<file path="src/inc/cs_pkg.sv">
`default_nettype none
package cs_pkg;
  // Clock and time base
  localparam int CLK_NS    = 50;
  localparam int TICK_NS   = 100000;                          // 0.1 ms timer tick
  localparam int TICK_CYC  = TICK_NS / CLK_NS;
  localparam int FILT_NS   = 16000;                           // wake filter window, 16 us
  localparam int FILT_CYC  = (FILT_NS + CLK_NS - 1) / CLK_NS;

  // Register offsets
  localparam logic [7:0] REG_T1_SETUP  = 8'h00;
  localparam logic [7:0] REG_T2_SETUP  = 8'h01;
  localparam logic [7:0] REG_HS_A      = 8'h02;
  localparam logic [7:0] REG_HS_B      = 8'h03;
  localparam logic [7:0] REG_WAKE_EN   = 8'h04;
  localparam logic [7:0] REG_WSTAT_A   = 8'h05;
  localparam logic [7:0] REG_WSTAT_B   = 8'h06;
  localparam logic [7:0] REG_LVL       = 8'h07;
  localparam logic [7:0] REG_FAULT     = 8'h08;

  // Field positions
  localparam int F_PER     = 0;   // timer setup [2:0] period
  localparam int F_ON      = 3;   // timer setup [5:3] on-time
  localparam int F_TWAKE   = 0;   // wake enable [1:0] timer wake sources
  localparam int F_SENSE   = 2;   // wake enable [4:2] cyclic sense per pin
  localparam int F_TSEL    = 5;   // wake enable [7:5] timer select per pin
  localparam int F_CMDERR  = 0;   // fault [0] command error
  localparam int F_UVEN    = 1;   // fault [1] undervoltage switch-off enable
  localparam int F_OVEN    = 2;   // fault [2] overvoltage switch-off enable
  localparam int F_HSOFF   = 4;   // fault [7:4] outputs switched off by fault

  // Reset values
  localparam logic [5:0] RST_SETUP = 6'h00;
  localparam logic [3:0] RST_HS    = 4'h0;
  localparam logic [7:0] RST_WEN   = 8'h00;

  // On-time codes
  localparam logic [2:0] ON_OFF_LOW  = 3'h0;
  localparam logic [2:0] ON_0P1      = 3'h1;
  localparam logic [2:0] ON_20MS     = 3'h5;
  localparam logic [2:0] ON_OFF_HIGH = 3'h6;

  // High-side mapping codes
  localparam logic [1:0] HS_OFF = 2'h0;
  localparam logic [1:0] HS_ON  = 2'h1;
  localparam logic [1:0] HS_T1  = 2'h2;
  localparam logic [1:0] HS_T2  = 2'h3;

  // Device modes seen on the mode input
  localparam logic [1:0] MODE_NORMAL = 2'h0;
  localparam logic [1:0] MODE_STOP   = 2'h1;
  localparam logic [1:0] MODE_SLEEP  = 2'h2;
  localparam logic [1:0] MODE_FSAFE  = 2'h3;

  // Period in ticks: 10, 20, 50, 100, 200 ms, 1 s, 2 s; code 7 as 2 s
  function automatic logic [14:0] period_ticks(input logic [2:0] sel);
    case (sel)
      3'h0:    period_ticks = 15'd100;
      3'h1:    period_ticks = 15'd200;
      3'h2:    period_ticks = 15'd500;
      3'h3:    period_ticks = 15'd1000;
      3'h4:    period_ticks = 15'd2000;
      3'h5:    period_ticks = 15'd10000;
      default: period_ticks = 15'd20000;
    endcase
  endfunction

  // On-time in ticks: 0.1, 0.3, 1, 10, 20 ms; off settings give zero
  function automatic logic [14:0] on_ticks(input logic [2:0] sel);
    case (sel)
      3'h1:    on_ticks = 15'd1;
      3'h2:    on_ticks = 15'd3;
      3'h3:    on_ticks = 15'd10;
      3'h4:    on_ticks = 15'd100;
      3'h5:    on_ticks = 15'd200;
      default: on_ticks = 15'd0;
    endcase
  endfunction

  function automatic logic on_timed(input logic [2:0] sel);
    on_timed = (sel >= ON_0P1) && (sel <= ON_20MS);
  endfunction
endpackage
`default_nettype wire

</file>
<file path="src/inc/cs_timer_if.sv">
`default_nettype none
interface cs_timer_if;
  logic [2:0] period_sel;
  logic [2:0] on_sel;
  logic       restart;   // one-cycle pulse after the setup is written
  logic       active;    // on-time in progress
  logic       on_start;  // pulse at each on-time start
  logic       on_end;    // pulse at each on-time end
  logic       first;     // current on-time is the first since start
  modport timer (input period_sel, on_sel, restart, output active, on_start, on_end, first);
  modport ctrl  (output period_sel, on_sel, restart, input active, on_start, on_end, first);
endinterface
`default_nettype wire

</file>
<file path="src/rtl/cs_timer.sv">
`default_nettype none
module cs_timer #(
  parameter int TICK_CYCLES = cs_pkg::TICK_CYC
) (
  input  wire logic   clk,
  input  wire logic   rst,
  cs_timer_if.timer   tl
);
  logic [15:0] pre_r, pre_nxt;
  logic [14:0] cnt_r, cnt_nxt;
  logic        act_r, act_nxt;
  logic        st_r, st_nxt;
  logic        en_r, en_nxt;
  logic        first_r, first_nxt;
  logic        run;
  logic        tick;

  // Period counter in 0.1 ms ticks; the on-time opens each period
  always_comb
  begin
    run       = cs_pkg::on_timed(tl.on_sel);
    tick      = (pre_r == 16'(TICK_CYCLES - 1));
    pre_nxt   = tick ? 16'h0000 : pre_r + 16'h0001;
    cnt_nxt   = cnt_r;
    act_nxt   = act_r;
    st_nxt    = 1'b0;
    en_nxt    = 1'b0;
    first_nxt = first_r;
    if (!run)
    begin
      pre_nxt = 16'h0000;
      cnt_nxt = 15'h0000;
      act_nxt = 1'b0;
    end
    else if (tl.restart)
    begin
      // Starts on the on-time write alone, whatever is mapped
      pre_nxt   = 16'h0000;
      cnt_nxt   = 15'h0000;
      act_nxt   = 1'b1;
      st_nxt    = 1'b1;
      first_nxt = 1'b1;
    end
    else if (tick)
    begin
      if (cnt_r == cs_pkg::period_ticks(tl.period_sel) - 15'h0001)
      begin
        cnt_nxt   = 15'h0000;
        act_nxt   = 1'b1;
        st_nxt    = 1'b1;
        first_nxt = 1'b0;
      end
      else
      begin
        cnt_nxt = cnt_r + 15'h0001;
        if (cnt_r + 15'h0001 == cs_pkg::on_ticks(tl.on_sel))
        begin
          act_nxt = 1'b0;
          en_nxt  = 1'b1;
        end
      end
    end
  end

  always_ff @(posedge clk)
  begin
    if (rst)
    begin
      pre_r   <= 16'h0000;
      cnt_r   <= 15'h0000;
      act_r   <= 1'b0;
      st_r    <= 1'b0;
      en_r    <= 1'b0;
      first_r <= 1'b0;
    end
    else
    begin
      pre_r   <= pre_nxt;
      cnt_r   <= cnt_nxt;
      act_r   <= act_nxt;
      st_r    <= st_nxt;
      en_r    <= en_nxt;
      first_r <= first_nxt;
    end
  end

  assign tl.active   = act_r;
  assign tl.on_start = st_r;
  assign tl.on_end   = en_r;
  assign tl.first    = first_r;
endmodule
`default_nettype wire

</file>
<file path="src/rtl/cs_sampler.sv">
`default_nettype none
module cs_sampler #(
  parameter int FILT_CYCLES = cs_pkg::FILT_CYC
) (
  input  wire logic clk,
  input  wire logic rst,
  input  wire logic armed,
  input  wire logic rearm,
  input  wire logic on_end,
  input  wire logic pin,
  output logic      valid,
  output logic      level,
  output logic      change
);
  typedef enum logic [1:0] {S_IDLE = 2'b01, S_FILT = 2'b10} samp_t;
  samp_t       st_r, st_nxt;
  logic [9:0]  cnt_r, cnt_nxt;
  logic        lvl0_r, lvl0_nxt;
  logic        stab_r, stab_nxt;
  logic        ref_r, ref_nxt;
  logic        have_r, have_nxt;
  logic        val_r, val_nxt;
  logic        lvl_r, lvl_nxt;
  logic        chg_r, chg_nxt;

  // Filter window opens on the on-time end; a stable level is compared to the last one
  always_comb
  begin
    st_nxt   = st_r;
    cnt_nxt  = cnt_r;
    lvl0_nxt = lvl0_r;
    stab_nxt = stab_r;
    ref_nxt  = ref_r;
    have_nxt = have_r;
    val_nxt  = 1'b0;
    lvl_nxt  = lvl_r;
    chg_nxt  = 1'b0;
    case (st_r)
      S_IDLE:
      begin
        if (on_end && armed)
        begin
          st_nxt   = S_FILT;
          cnt_nxt  = 10'h000;
          lvl0_nxt = pin;
          stab_nxt = 1'b1;
        end
      end
      S_FILT:
      begin
        cnt_nxt  = cnt_r + 10'h001;
        stab_nxt = stab_r & (pin == lvl0_r);
        if (cnt_r == 10'(FILT_CYCLES - 1))
        begin
          st_nxt = S_IDLE;
          if (stab_r && (pin == lvl0_r))
          begin
            val_nxt  = 1'b1;
            lvl_nxt  = lvl0_r;
            chg_nxt  = have_r && (lvl0_r != ref_r);
            ref_nxt  = lvl0_r;
            have_nxt = 1'b1;
          end
        end
      end
      default:
        st_nxt = S_IDLE;
    endcase
    // A fresh start or loss of sensing forgets the reference
    if (!armed || rearm)
    begin
      have_nxt = 1'b0;
      if (!armed)
        st_nxt = S_IDLE;
    end
  end

  always_ff @(posedge clk)
  begin
    if (rst)
    begin
      st_r   <= S_IDLE;
      cnt_r  <= 10'h000;
      lvl0_r <= 1'b0;
      stab_r <= 1'b0;
      ref_r  <= 1'b0;
      have_r <= 1'b0;
      val_r  <= 1'b0;
      lvl_r  <= 1'b0;
      chg_r  <= 1'b0;
    end
    else
    begin
      st_r   <= st_nxt;
      cnt_r  <= cnt_nxt;
      lvl0_r <= lvl0_nxt;
      stab_r <= stab_nxt;
      ref_r  <= ref_nxt;
      have_r <= have_nxt;
      val_r  <= val_nxt;
      lvl_r  <= lvl_nxt;
      chg_r  <= chg_nxt;
    end
  end

  assign valid  = val_r;
  assign level  = lvl_r;
  assign change = chg_r;
endmodule
`default_nettype wire

</file>
<file path="src/rtl/cyclic_sense_wake_timers.sv">
// Behaviour
// - A timer starts as soon as a timed on-time is written, mapping irrelevant.
// - Off-low and off-high settings fix a mapped output's level before sensing starts.
// - On-time longer than period sets the command error flag.
// - First sample is the reference; a later level difference causes wake or interrupt.
// - A 16 us stable-level filter starts at each on-time end.
// - A cyclic sense wake sets that pin's own wake event flag.
// - Level status takes sampled levels for sensed pins, raw levels otherwise, and only in Normal or Stop.
// - Cyclic sense wake interrupts in Stop, and requests regulator power-up in Sleep.
// - Fail-safe turns sensing outputs off and puts wake pins on static sensing.
// - Overcurrent, overtemperature, enabled under/overvoltage switch the output off.
// - Timers keep running when their output was switched off by a fault.
// - Any set wake flag while in Sleep requests an immediate wake.
// - A timer enabled as wake source interrupts periodically in Normal and Stop.
// - Cyclic wake interrupts at each on-time start except the first after start.
// - Each timer can be mapped to drive chosen high-side outputs.
// - Period choices are 10, 20, 50, 100, 200 ms, 1 s and 2 s.
// - On-time choices are 0.1, 0.3, 1, 10, 20 ms, or off high/low.
// - A level change seen in a sense on-time wakes or interrupts.
`default_nettype none
module cyclic_sense_wake_timers #(
  parameter int TICK_CYCLES = cs_pkg::TICK_CYC,
  parameter int FILT_CYCLES = cs_pkg::FILT_CYC
) (
  input  wire logic        clk,
  input  wire logic        rst,
  input  wire logic [7:0]  addr,
  input  wire logic [15:0] wdata,
  input  wire logic        wr,
  input  wire logic        rd,
  output logic      [15:0] rdata,
  input  wire logic [1:0]  mode,
  input  wire logic [2:0]  wake_input_pin,
  input  wire logic [3:0]  hs_overcurrent,
  input  wire logic [3:0]  hs_overtemp,
  input  wire logic        supply_undervolt,
  input  wire logic        supply_overvolt,
  output logic      [3:0]  high_side_output,
  output logic             int_req,
  output logic             wake_req,
  output logic      [2:0]  pin_static
);
  logic [5:0]  setup_r [2];
  logic [5:0]  setup_nxt [2];
  logic [1:0]  restart_r, restart_nxt;
  logic [1:0]  map_r [4];
  logic [1:0]  map_nxt [4];
  logic [7:0]  wen_r, wen_nxt;
  logic [2:0]  wstat_a_r, wstat_a_nxt;
  logic [1:0]  wstat_b_r, wstat_b_nxt;
  logic [2:0]  lvl_r, lvl_nxt;
  logic        cmd_err_r, cmd_err_nxt;
  logic [1:0]  uvov_en_r, uvov_en_nxt;
  logic [3:0]  hs_off_r, hs_off_nxt;
  logic [15:0] rdata_r, rdata_nxt;
  logic [3:0]  hs_r, hs_nxt;
  logic        int_r, int_nxt;
  logic        wake_r, wake_nxt;
  logic [2:0]  static_r, static_nxt;
  logic [1:0]  t_act, t_start, t_end, t_first, t_run, t_idle_hi;
  logic [2:0]  s_valid, s_level, s_change, s_armed, s_tsel;
  logic [3:0]  fault;
  logic        awake;
  logic        low_or_norm;
  logic        fsafe;

  cs_timer_if tif [2] ();

  // Two timers, each with its own setup register
  for (genvar i = 0; i < 2; i++)
  begin : g_tmr
    assign tif[i].period_sel = setup_r[i][cs_pkg::F_PER +: 3];
    assign tif[i].on_sel     = setup_r[i][cs_pkg::F_ON +: 3];
    assign tif[i].restart    = restart_r[i];
    assign t_act[i]          = tif[i].active;
    assign t_start[i]        = tif[i].on_start;
    assign t_end[i]          = tif[i].on_end;
    assign t_first[i]        = tif[i].first;
    assign t_run[i]          = cs_pkg::on_timed(setup_r[i][cs_pkg::F_ON +: 3]);
    assign t_idle_hi[i]      = setup_r[i][cs_pkg::F_ON +: 3] == cs_pkg::ON_OFF_HIGH;
    cs_timer #(
      .TICK_CYCLES (TICK_CYCLES)
    ) u_tmr (
      .clk (clk),
      .rst (rst),
      .tl  (tif[i])
    );
  end

  // One filter and reference per wake pin, fed by its selected timer
  for (genvar p = 0; p < 3; p++)
  begin : g_smp
    assign s_tsel[p]  = wen_r[cs_pkg::F_TSEL + p];
    assign s_armed[p] = wen_r[cs_pkg::F_SENSE + p] & t_run[s_tsel[p]] & ~fsafe;
    cs_sampler #(
      .FILT_CYCLES (FILT_CYCLES)
    ) u_smp (
      .clk    (clk),
      .rst    (rst),
      .armed  (s_armed[p]),
      .rearm  (t_start[s_tsel[p]] & t_first[s_tsel[p]]),
      .on_end (t_end[s_tsel[p]]),
      .pin    (wake_input_pin[p]),
      .valid  (s_valid[p]),
      .level  (s_level[p]),
      .change (s_change[p])
    );
  end

  assign fsafe       = (mode == cs_pkg::MODE_FSAFE);
  assign awake       = (mode == cs_pkg::MODE_NORMAL) || (mode == cs_pkg::MODE_STOP);
  assign low_or_norm = !fsafe;

  // Faults that switch an output off; voltage faults only when enabled
  assign fault = (hs_overcurrent | hs_overtemp
                 | {4{supply_undervolt & uvov_en_r[0]}}
                 | {4{supply_overvolt & uvov_en_r[1]}}) & {4{low_or_norm}};

  // Register writes; hardware sets win over same-cycle software clears
  always_comb
  begin
    setup_nxt   = setup_r;
    map_nxt     = map_r;
    wen_nxt     = wen_r;
    uvov_en_nxt = uvov_en_r;
    restart_nxt = 2'b00;
    cmd_err_nxt = cmd_err_r;
    wstat_a_nxt = wstat_a_r;
    wstat_b_nxt = wstat_b_r;
    hs_off_nxt  = hs_off_r;
    if (wr)
    begin
      case (addr)
        cs_pkg::REG_T1_SETUP, cs_pkg::REG_T2_SETUP:
        begin
          setup_nxt[addr[0]]   = wdata[5:0];
          restart_nxt[addr[0]] = 1'b1;
          if (cs_pkg::on_ticks(wdata[cs_pkg::F_ON +: 3]) > cs_pkg::period_ticks(wdata[cs_pkg::F_PER +: 3]))
            cmd_err_nxt = 1'b1;
        end
        cs_pkg::REG_HS_A, cs_pkg::REG_HS_B:
        begin
          // Rewriting the mapping re-arms outputs that a fault switched off
          map_nxt[{addr[0], 1'b0}] = wdata[1:0];
          map_nxt[{addr[0], 1'b1}] = wdata[3:2];
          hs_off_nxt[{addr[0], 1'b0}] = 1'b0;
          hs_off_nxt[{addr[0], 1'b1}] = 1'b0;
        end
        cs_pkg::REG_WAKE_EN:
          wen_nxt = wdata[7:0];
        cs_pkg::REG_WSTAT_A:
          wstat_a_nxt = wstat_a_r & ~wdata[2:0];
        cs_pkg::REG_WSTAT_B:
          wstat_b_nxt = wstat_b_r & ~wdata[1:0];
        cs_pkg::REG_FAULT:
        begin
          if (wdata[cs_pkg::F_CMDERR])
            cmd_err_nxt = 1'b0;
          uvov_en_nxt = wdata[cs_pkg::F_UVEN +: 2];
        end
        default:
          cmd_err_nxt = cmd_err_r;
      endcase
    end
    // Sensed level changes set the pin flag in any mode but fail-safe
    wstat_a_nxt = wstat_a_nxt | (s_change & {3{low_or_norm}});
    // Cyclic wake: every on-time start but the first
    wstat_b_nxt = wstat_b_nxt | (t_start & ~t_first & wen_r[cs_pkg::F_TWAKE +: 2] & {2{awake}});
    // Fault switch-off only gates the output; the timer is left running
    hs_off_nxt  = hs_off_nxt | fault;
  end

  // Level status follows sampled levels for sensed pins, raw levels otherwise
  always_comb
  begin
    lvl_nxt = lvl_r;
    if (awake)
    begin
      for (int p = 0; p < 3; p++)
      begin
        if (s_armed[p])
        begin
          if (s_valid[p])
            lvl_nxt[p] = s_level[p];
        end
        else
          lvl_nxt[p] = wake_input_pin[p];
      end
    end
  end

  // Outputs: high-side enables, interrupt pulse, wake request, static sensing
  always_comb
  begin
    for (int h = 0; h < 4; h++)
    begin
      case (map_r[h])
        cs_pkg::HS_ON:
          hs_nxt[h] = 1'b1;
        cs_pkg::HS_T1, cs_pkg::HS_T2:
          // Idle level holds until the timer runs; a start from off-high drops the output for one cycle
          hs_nxt[h] = t_run[map_r[h][0]] ? t_act[map_r[h][0]] : t_idle_hi[map_r[h][0]];
        default:
          hs_nxt[h] = 1'b0;
      endcase
    end
    hs_nxt     = hs_nxt & ~hs_off_r & ~fault & {4{~fsafe}};
    // Pin and timer events reach the interrupt only in Normal and Stop
    int_nxt    = awake && ((|s_change)
                 || (|(t_start & ~t_first & wen_r[cs_pkg::F_TWAKE +: 2])));
    // In Sleep any pending flag, old or new, asks for the regulator at once
    wake_nxt   = (mode == cs_pkg::MODE_SLEEP) && ((|wstat_a_r) || (|wstat_b_r) || (|s_change));
    static_nxt = fsafe ? 3'b111 : ~wen_r[cs_pkg::F_SENSE +: 3];
  end

  // Read mux; data stand in the cycle after the strobe only
  always_comb
  begin
    rdata_nxt = 16'h0000;
    if (rd)
    begin
      case (addr)
        cs_pkg::REG_T1_SETUP, cs_pkg::REG_T2_SETUP:
          rdata_nxt = {10'h000, setup_r[addr[0]]};
        cs_pkg::REG_HS_A, cs_pkg::REG_HS_B:
          rdata_nxt = {12'h000, map_r[{addr[0], 1'b1}], map_r[{addr[0], 1'b0}]};
        cs_pkg::REG_WAKE_EN:
          rdata_nxt = {8'h00, wen_r};
        cs_pkg::REG_WSTAT_A:
          rdata_nxt = {13'h0000, wstat_a_r};
        cs_pkg::REG_WSTAT_B:
          rdata_nxt = {14'h0000, wstat_b_r};
        cs_pkg::REG_LVL:
          rdata_nxt = {13'h0000, lvl_r};
        cs_pkg::REG_FAULT:
          rdata_nxt = {8'h00, hs_off_r, 1'b0, uvov_en_r, cmd_err_r};
        default:
          rdata_nxt = 16'h0000;
      endcase
    end
  end

  always_ff @(posedge clk)
  begin
    if (rst)
    begin
      setup_r[0] <= cs_pkg::RST_SETUP;
      setup_r[1] <= cs_pkg::RST_SETUP;
      for (int h = 0; h < 4; h++)
        map_r[h] <= cs_pkg::HS_OFF;
      restart_r <= 2'b00;
      wen_r     <= cs_pkg::RST_WEN;
      uvov_en_r <= 2'b00;
      cmd_err_r <= 1'b0;
      wstat_a_r <= 3'h0;
      wstat_b_r <= 2'h0;
      hs_off_r  <= cs_pkg::RST_HS;
      lvl_r     <= 3'h0;
      rdata_r   <= 16'h0000;
      hs_r      <= cs_pkg::RST_HS;
      int_r     <= 1'b0;
      wake_r    <= 1'b0;
      static_r  <= 3'h7;
    end
    else
    begin
      setup_r   <= setup_nxt;
      map_r     <= map_nxt;
      restart_r <= restart_nxt;
      wen_r     <= wen_nxt;
      uvov_en_r <= uvov_en_nxt;
      cmd_err_r <= cmd_err_nxt;
      wstat_a_r <= wstat_a_nxt;
      wstat_b_r <= wstat_b_nxt;
      hs_off_r  <= hs_off_nxt;
      lvl_r     <= lvl_nxt;
      rdata_r   <= rdata_nxt;
      hs_r      <= hs_nxt;
      int_r     <= int_nxt;
      wake_r    <= wake_nxt;
      static_r  <= static_nxt;
    end
  end

  assign rdata            = rdata_r;
  assign high_side_output = hs_r;
  assign int_req          = int_r;
  assign wake_req         = wake_r;
  assign pin_static       = static_r;
endmodule
`default_nettype wire

</file>
<file path="config.mk">
export PLATFORM = sky130hd
export DESIGN_NAME = cyclic_sense_wake_timers
export DESIGN_NICKNAME = d
export VERILOG_FILES = /design/src/inc/cs_pkg.sv /design/src/inc/cs_timer_if.sv /design/src/rtl/cs_timer.sv /design/src/rtl/cs_sampler.sv /design/src/rtl/cyclic_sense_wake_timers.sv
export SDC_FILE = /design/constraint.sdc
export NUM_CORES = 1
export LEC_CHECK = 0
export BUFFER_PORTS_ARGS = -buffer_cell sky130_fd_sc_hd__buf_2
export CORE_MARGIN = 2
export CORE_UTILIZATION = 55
export CTS_CLUSTER_DIAMETER = 200
export DETAILED_ROUTE_END_ITERATION = 12
export PLACE_DENSITY_LB_ADDON = 0.15
export SYNTH_ARGS = -nofsm -noshare
export SYNTH_HDL_FRONTEND = slang
export SYNTH_HIERARCHICAL = 1
export SYNTH_SLANG_ARGS = --single-unit
</file>
<file path="constraint.sdc">
create_clock -name clk -period 3.2 [get_ports clk]
set_input_delay 0.16 -clock clk [delete_from_list [all_inputs] [get_ports clk]]
set_output_delay 0.16 -clock clk [all_outputs]
set_load 0.01 [all_outputs]
</file>
==> metrics <==
Seq. cell area=3720 µm²; Layout Skew=around 11 ps; vias per cell=approximately 5.9; kind of critical path=reg2reg; die area=roughly 20000 µm²; CTS tree=done; Worst setup EP type=register; min-delay src=wake_input_pin[2]; post-synthesis cell area=10500 µm²; # rows=50; WL final=25000 µm; crit path launch type=register; Max Transition Viols Final=0; Crit path required time=3530 ps; Yosys warning total=6; Clock Tree Buf Depth=2; Vias=approximately 9k; DR pass1 iterations=5; grt ovf=0; Area Overhead vs Synth=9.19%; detailed-route wire length per cell=16.1 µm; drc violations=0; CP Max Fanout=22; sequential fraction of the synthesis area=35.6%; Filler cells=1687; Synth top area share=35.6%; Cells after Synth=around 1.3k; CTS buffer count=17; FFs w/ async S/R, synth=0%; number of global-route vias before repair=8399; Least-Margin Pin Slew=658 ps; CTS resizes=0; pwr dens=410 nW/µm²; status=finished clean; RSZ-0062 raised after global routing=false; data arrival time of the critical path=3340 ps; final net count=1367; core area=18700 µm²; Critical R2R Launch=setup_r[2]$_SDFFE_PP0P_; cell accounting for the most synthesized area=dfxtp_1; WHS Path Cells=3; Hold Path Sink=g_smp[2].u_smp/lvl0_r$_SDFFE_PP0P_; EDFF count, synth=0; Hold Fails Final Rpt=0; DRT antenna net count=0; crit share post-route=94.3%; worst hold path type=in2reg; Seq cells post-synth=186; initial antenna violation count=2; Post-Route Utilization=61.0%; synth top area cells=dfxtp_1 36%, nor2_1 5.2%, nand2_1 4.9%; dpl hpwl=between 15000 and 20000 µm; Reg-to-Reg End=g_tmr[1].u_tmr/cnt_r[11]$_SDFFE_PP0N_; Rel. slew slack=56.0%; Port Buffers=51; r2r setup slk=180 ps; Sinks on Clock Net=186; CTS H-Tree Depth=4; DRT iter0 DRCs=657; Avg Cell Area, Syn=8.14 µm²; starting density of the core=55.9%; share of layout cells above drive strength 1=between 10 and 15%; library cells used by synthesis=81; Final TNS setup=0 ps; post-CTS setup buffers=0; root buffer cell=clkbuf_16; Skew-Pair Late Insertion Delay=between 400 and 500 ps; R2R cell count=9; die height=142 µm; fmax=0.331 GHz; peak supply drop=approximately 0.35 mV; die span in x=142 µm; final setup vio count=0; first-pass GRT wire length=41400 µm; Top FF cell, synth=dfxtp_1; Tot GR Track Use=25.4%; clock-pin slew on the worst setup and hold paths=around 70 ps; multi-input logic area=6200 µm²; Leakage=4.12 nW; total of max-cap violations=0; largest net degree at the start of global routing=25; I/O pin total=68; Hold Buf Count CTS=4; minimum clock period=slightly above 3000 ps; gp weighted congestion=0.950
==> layout by cell type, fill, tap and decap left out, drive strengths merged, types with 11 or more instances in the layout <==
| master | count |
|---|---|
| nand4 | 27 |
| or4 | 14 |
| clkbuf | 18 |
| nor3 | 42 |
| or3 | 12 |
| inv | 35 |
| buf | 72 |
| and3 | 22 |
| o21ai | 65 |
| mux2 | 11 |
| and2 | 15 |
| xor2 | 42 |
| o211ai | 13 |
| nand3 | 60 |
| dfxtp | 186 |
| a21o | 11 |
| xnor2 | 40 |
| nand2b | 25 |
| ha | 22 |
| nor2b | 14 |
| nor4 | 12 |
| nor2 | 144 |
| nand2 | 137 |
| a22oi | 17 |
| mux2i | 29 |
| a21oi | 65 |
==> registers in the layout (all words and copies together), names as in the netlist, 4 cells and up <==
name	cells
map_r	8
g_smp.u_smp/cnt_r	30
high_side_output	4
rdata	8
g_tmr.u_tmr/pre_r	32
hs_off_r	4
g_tmr.u_tmr/cnt_r	30
setup_r	12
wen_r	8
g_smp.u_smp/st_r	6
==> final cells by class <==
| type | instances | area share [%] |
|---|---|---|
| Antenna cell | 2 | 0.0438 |
| Sequential cell | 186 | 32.6 |
| Timing Repair Buffer | 76 | 4.08 |
| Clock inverter | 13 | 1.47 |
| Tap cell | 234 | 2.56 |
| Inverter | 32 | 1.05 |
| Multi-Input combinational cell | 989 | 54.3 |
| Clock buffer | 18 | 3.85 |
==> synthesized netlist by cell type, types with 12 or more instances <==
cell type / number
nor2b_1: 14
and3_1: 22
nand2b_1: 25
clkbuf_1: 35
dfxtp_1: 186
a21oi_1: 65
inv_1: 32
ha_1: 22
nand4_1: 26
buf_2: 31
xnor2_1: 39
and2_1: 13
o21ai_0: 56
a22oi_1: 17
nor2_1: 144
nor3_1: 38
nand3_1: 60
or3_1: 12
mux2i_1: 29
xor2_1: 39
o211ai_1: 12
nand2_1: 137
==> critical path, stage by stage (launching register included) <==
cell	delay, ps
dfxtp_1	330
or2_2	290
ha_1	310
xnor2_1	120
or4_1	490
or4_4	520
o31ai_2	340
buf_12	190
nor2_1	60
a211o_1	250
==> worst max-delay path by stage <==
stage                                                       end  depth (start not counted)               startpoint  slack, ps
after CTS                 g_tmr[1].u_tmr/cnt_r[11]$_SDFFE_PP0N_                          9  setup_r[2]$_SDFFE_PP0P_        180
after detailed placement  g_tmr[1].u_tmr/cnt_r[11]$_SDFFE_PP0N_                          9  setup_r[2]$_SDFFE_PP0P_        230
after floorplan           g_tmr[1].u_tmr/cnt_r[11]$_SDFFE_PP0N_                         10  setup_r[0]$_SDFFE_PP0P_        150
final                     g_tmr[1].u_tmr/cnt_r[11]$_SDFFE_PP0N_                          9  setup_r[2]$_SDFFE_PP0P_        180
after global placement    g_tmr[1].u_tmr/cnt_r[11]$_SDFFE_PP0N_                          9  setup_r[2]$_SDFFE_PP0P_        260
after global routing      g_tmr[1].u_tmr/cnt_r[11]$_SDFFE_PP0N_                          9  setup_r[2]$_SDFFE_PP0P_         50
==> routing by layer <==
layer,track usage (%),part of all wire [%]
met2,39.7,44
met5,0,0
met1,35.3,47
met4,8.26,1.8
met3,5.26,6.8
==> metrics by stage <==
step                hold slack, ps  power, W  std cells  setup WS, ps  area [µm²]
finish                        9.01   0.00468       1550           181       11400
global route                  7.60   0.00483       1550          47.9       11400
CTS                           1.43   0.00472       1548           182       11400
detailed placement             415   0.00255       1513           227       10800
global placement               412   0.00254       1513           260       10800
floorplan                      229   0.00249       1292           155       10500
==> cell families (layout without fill, tap and decap cells) <==
group | count (synthesis) | after routing | synth area share, %
adders and majority gates | 23 | 23 | 2.73
and+or+nand+nor | 571 | 571 | 28.0
muxes | 42 | 42 | 4.39
other | 1 | 10 | 0.0359
buffers and inverters | 117 | 139 | 5.31
AOI/OAI and AO/OA | 263 | 263 | 16.7
xor gates and xnor gates | 82 | 82 | 7.16
DFF | 186 | 186 | 35.6
==> power by group <==
group | leakage (nW) | internal, W | switching (W)
logic | 2.32 | 0.0000575 | 0.000107
registers | 1.50 | 0.00232 | 0.0000129
clock network | 0.298 | 0.00125 | 0.000926
Note: power is estimated with default switching activity, not from simulation.
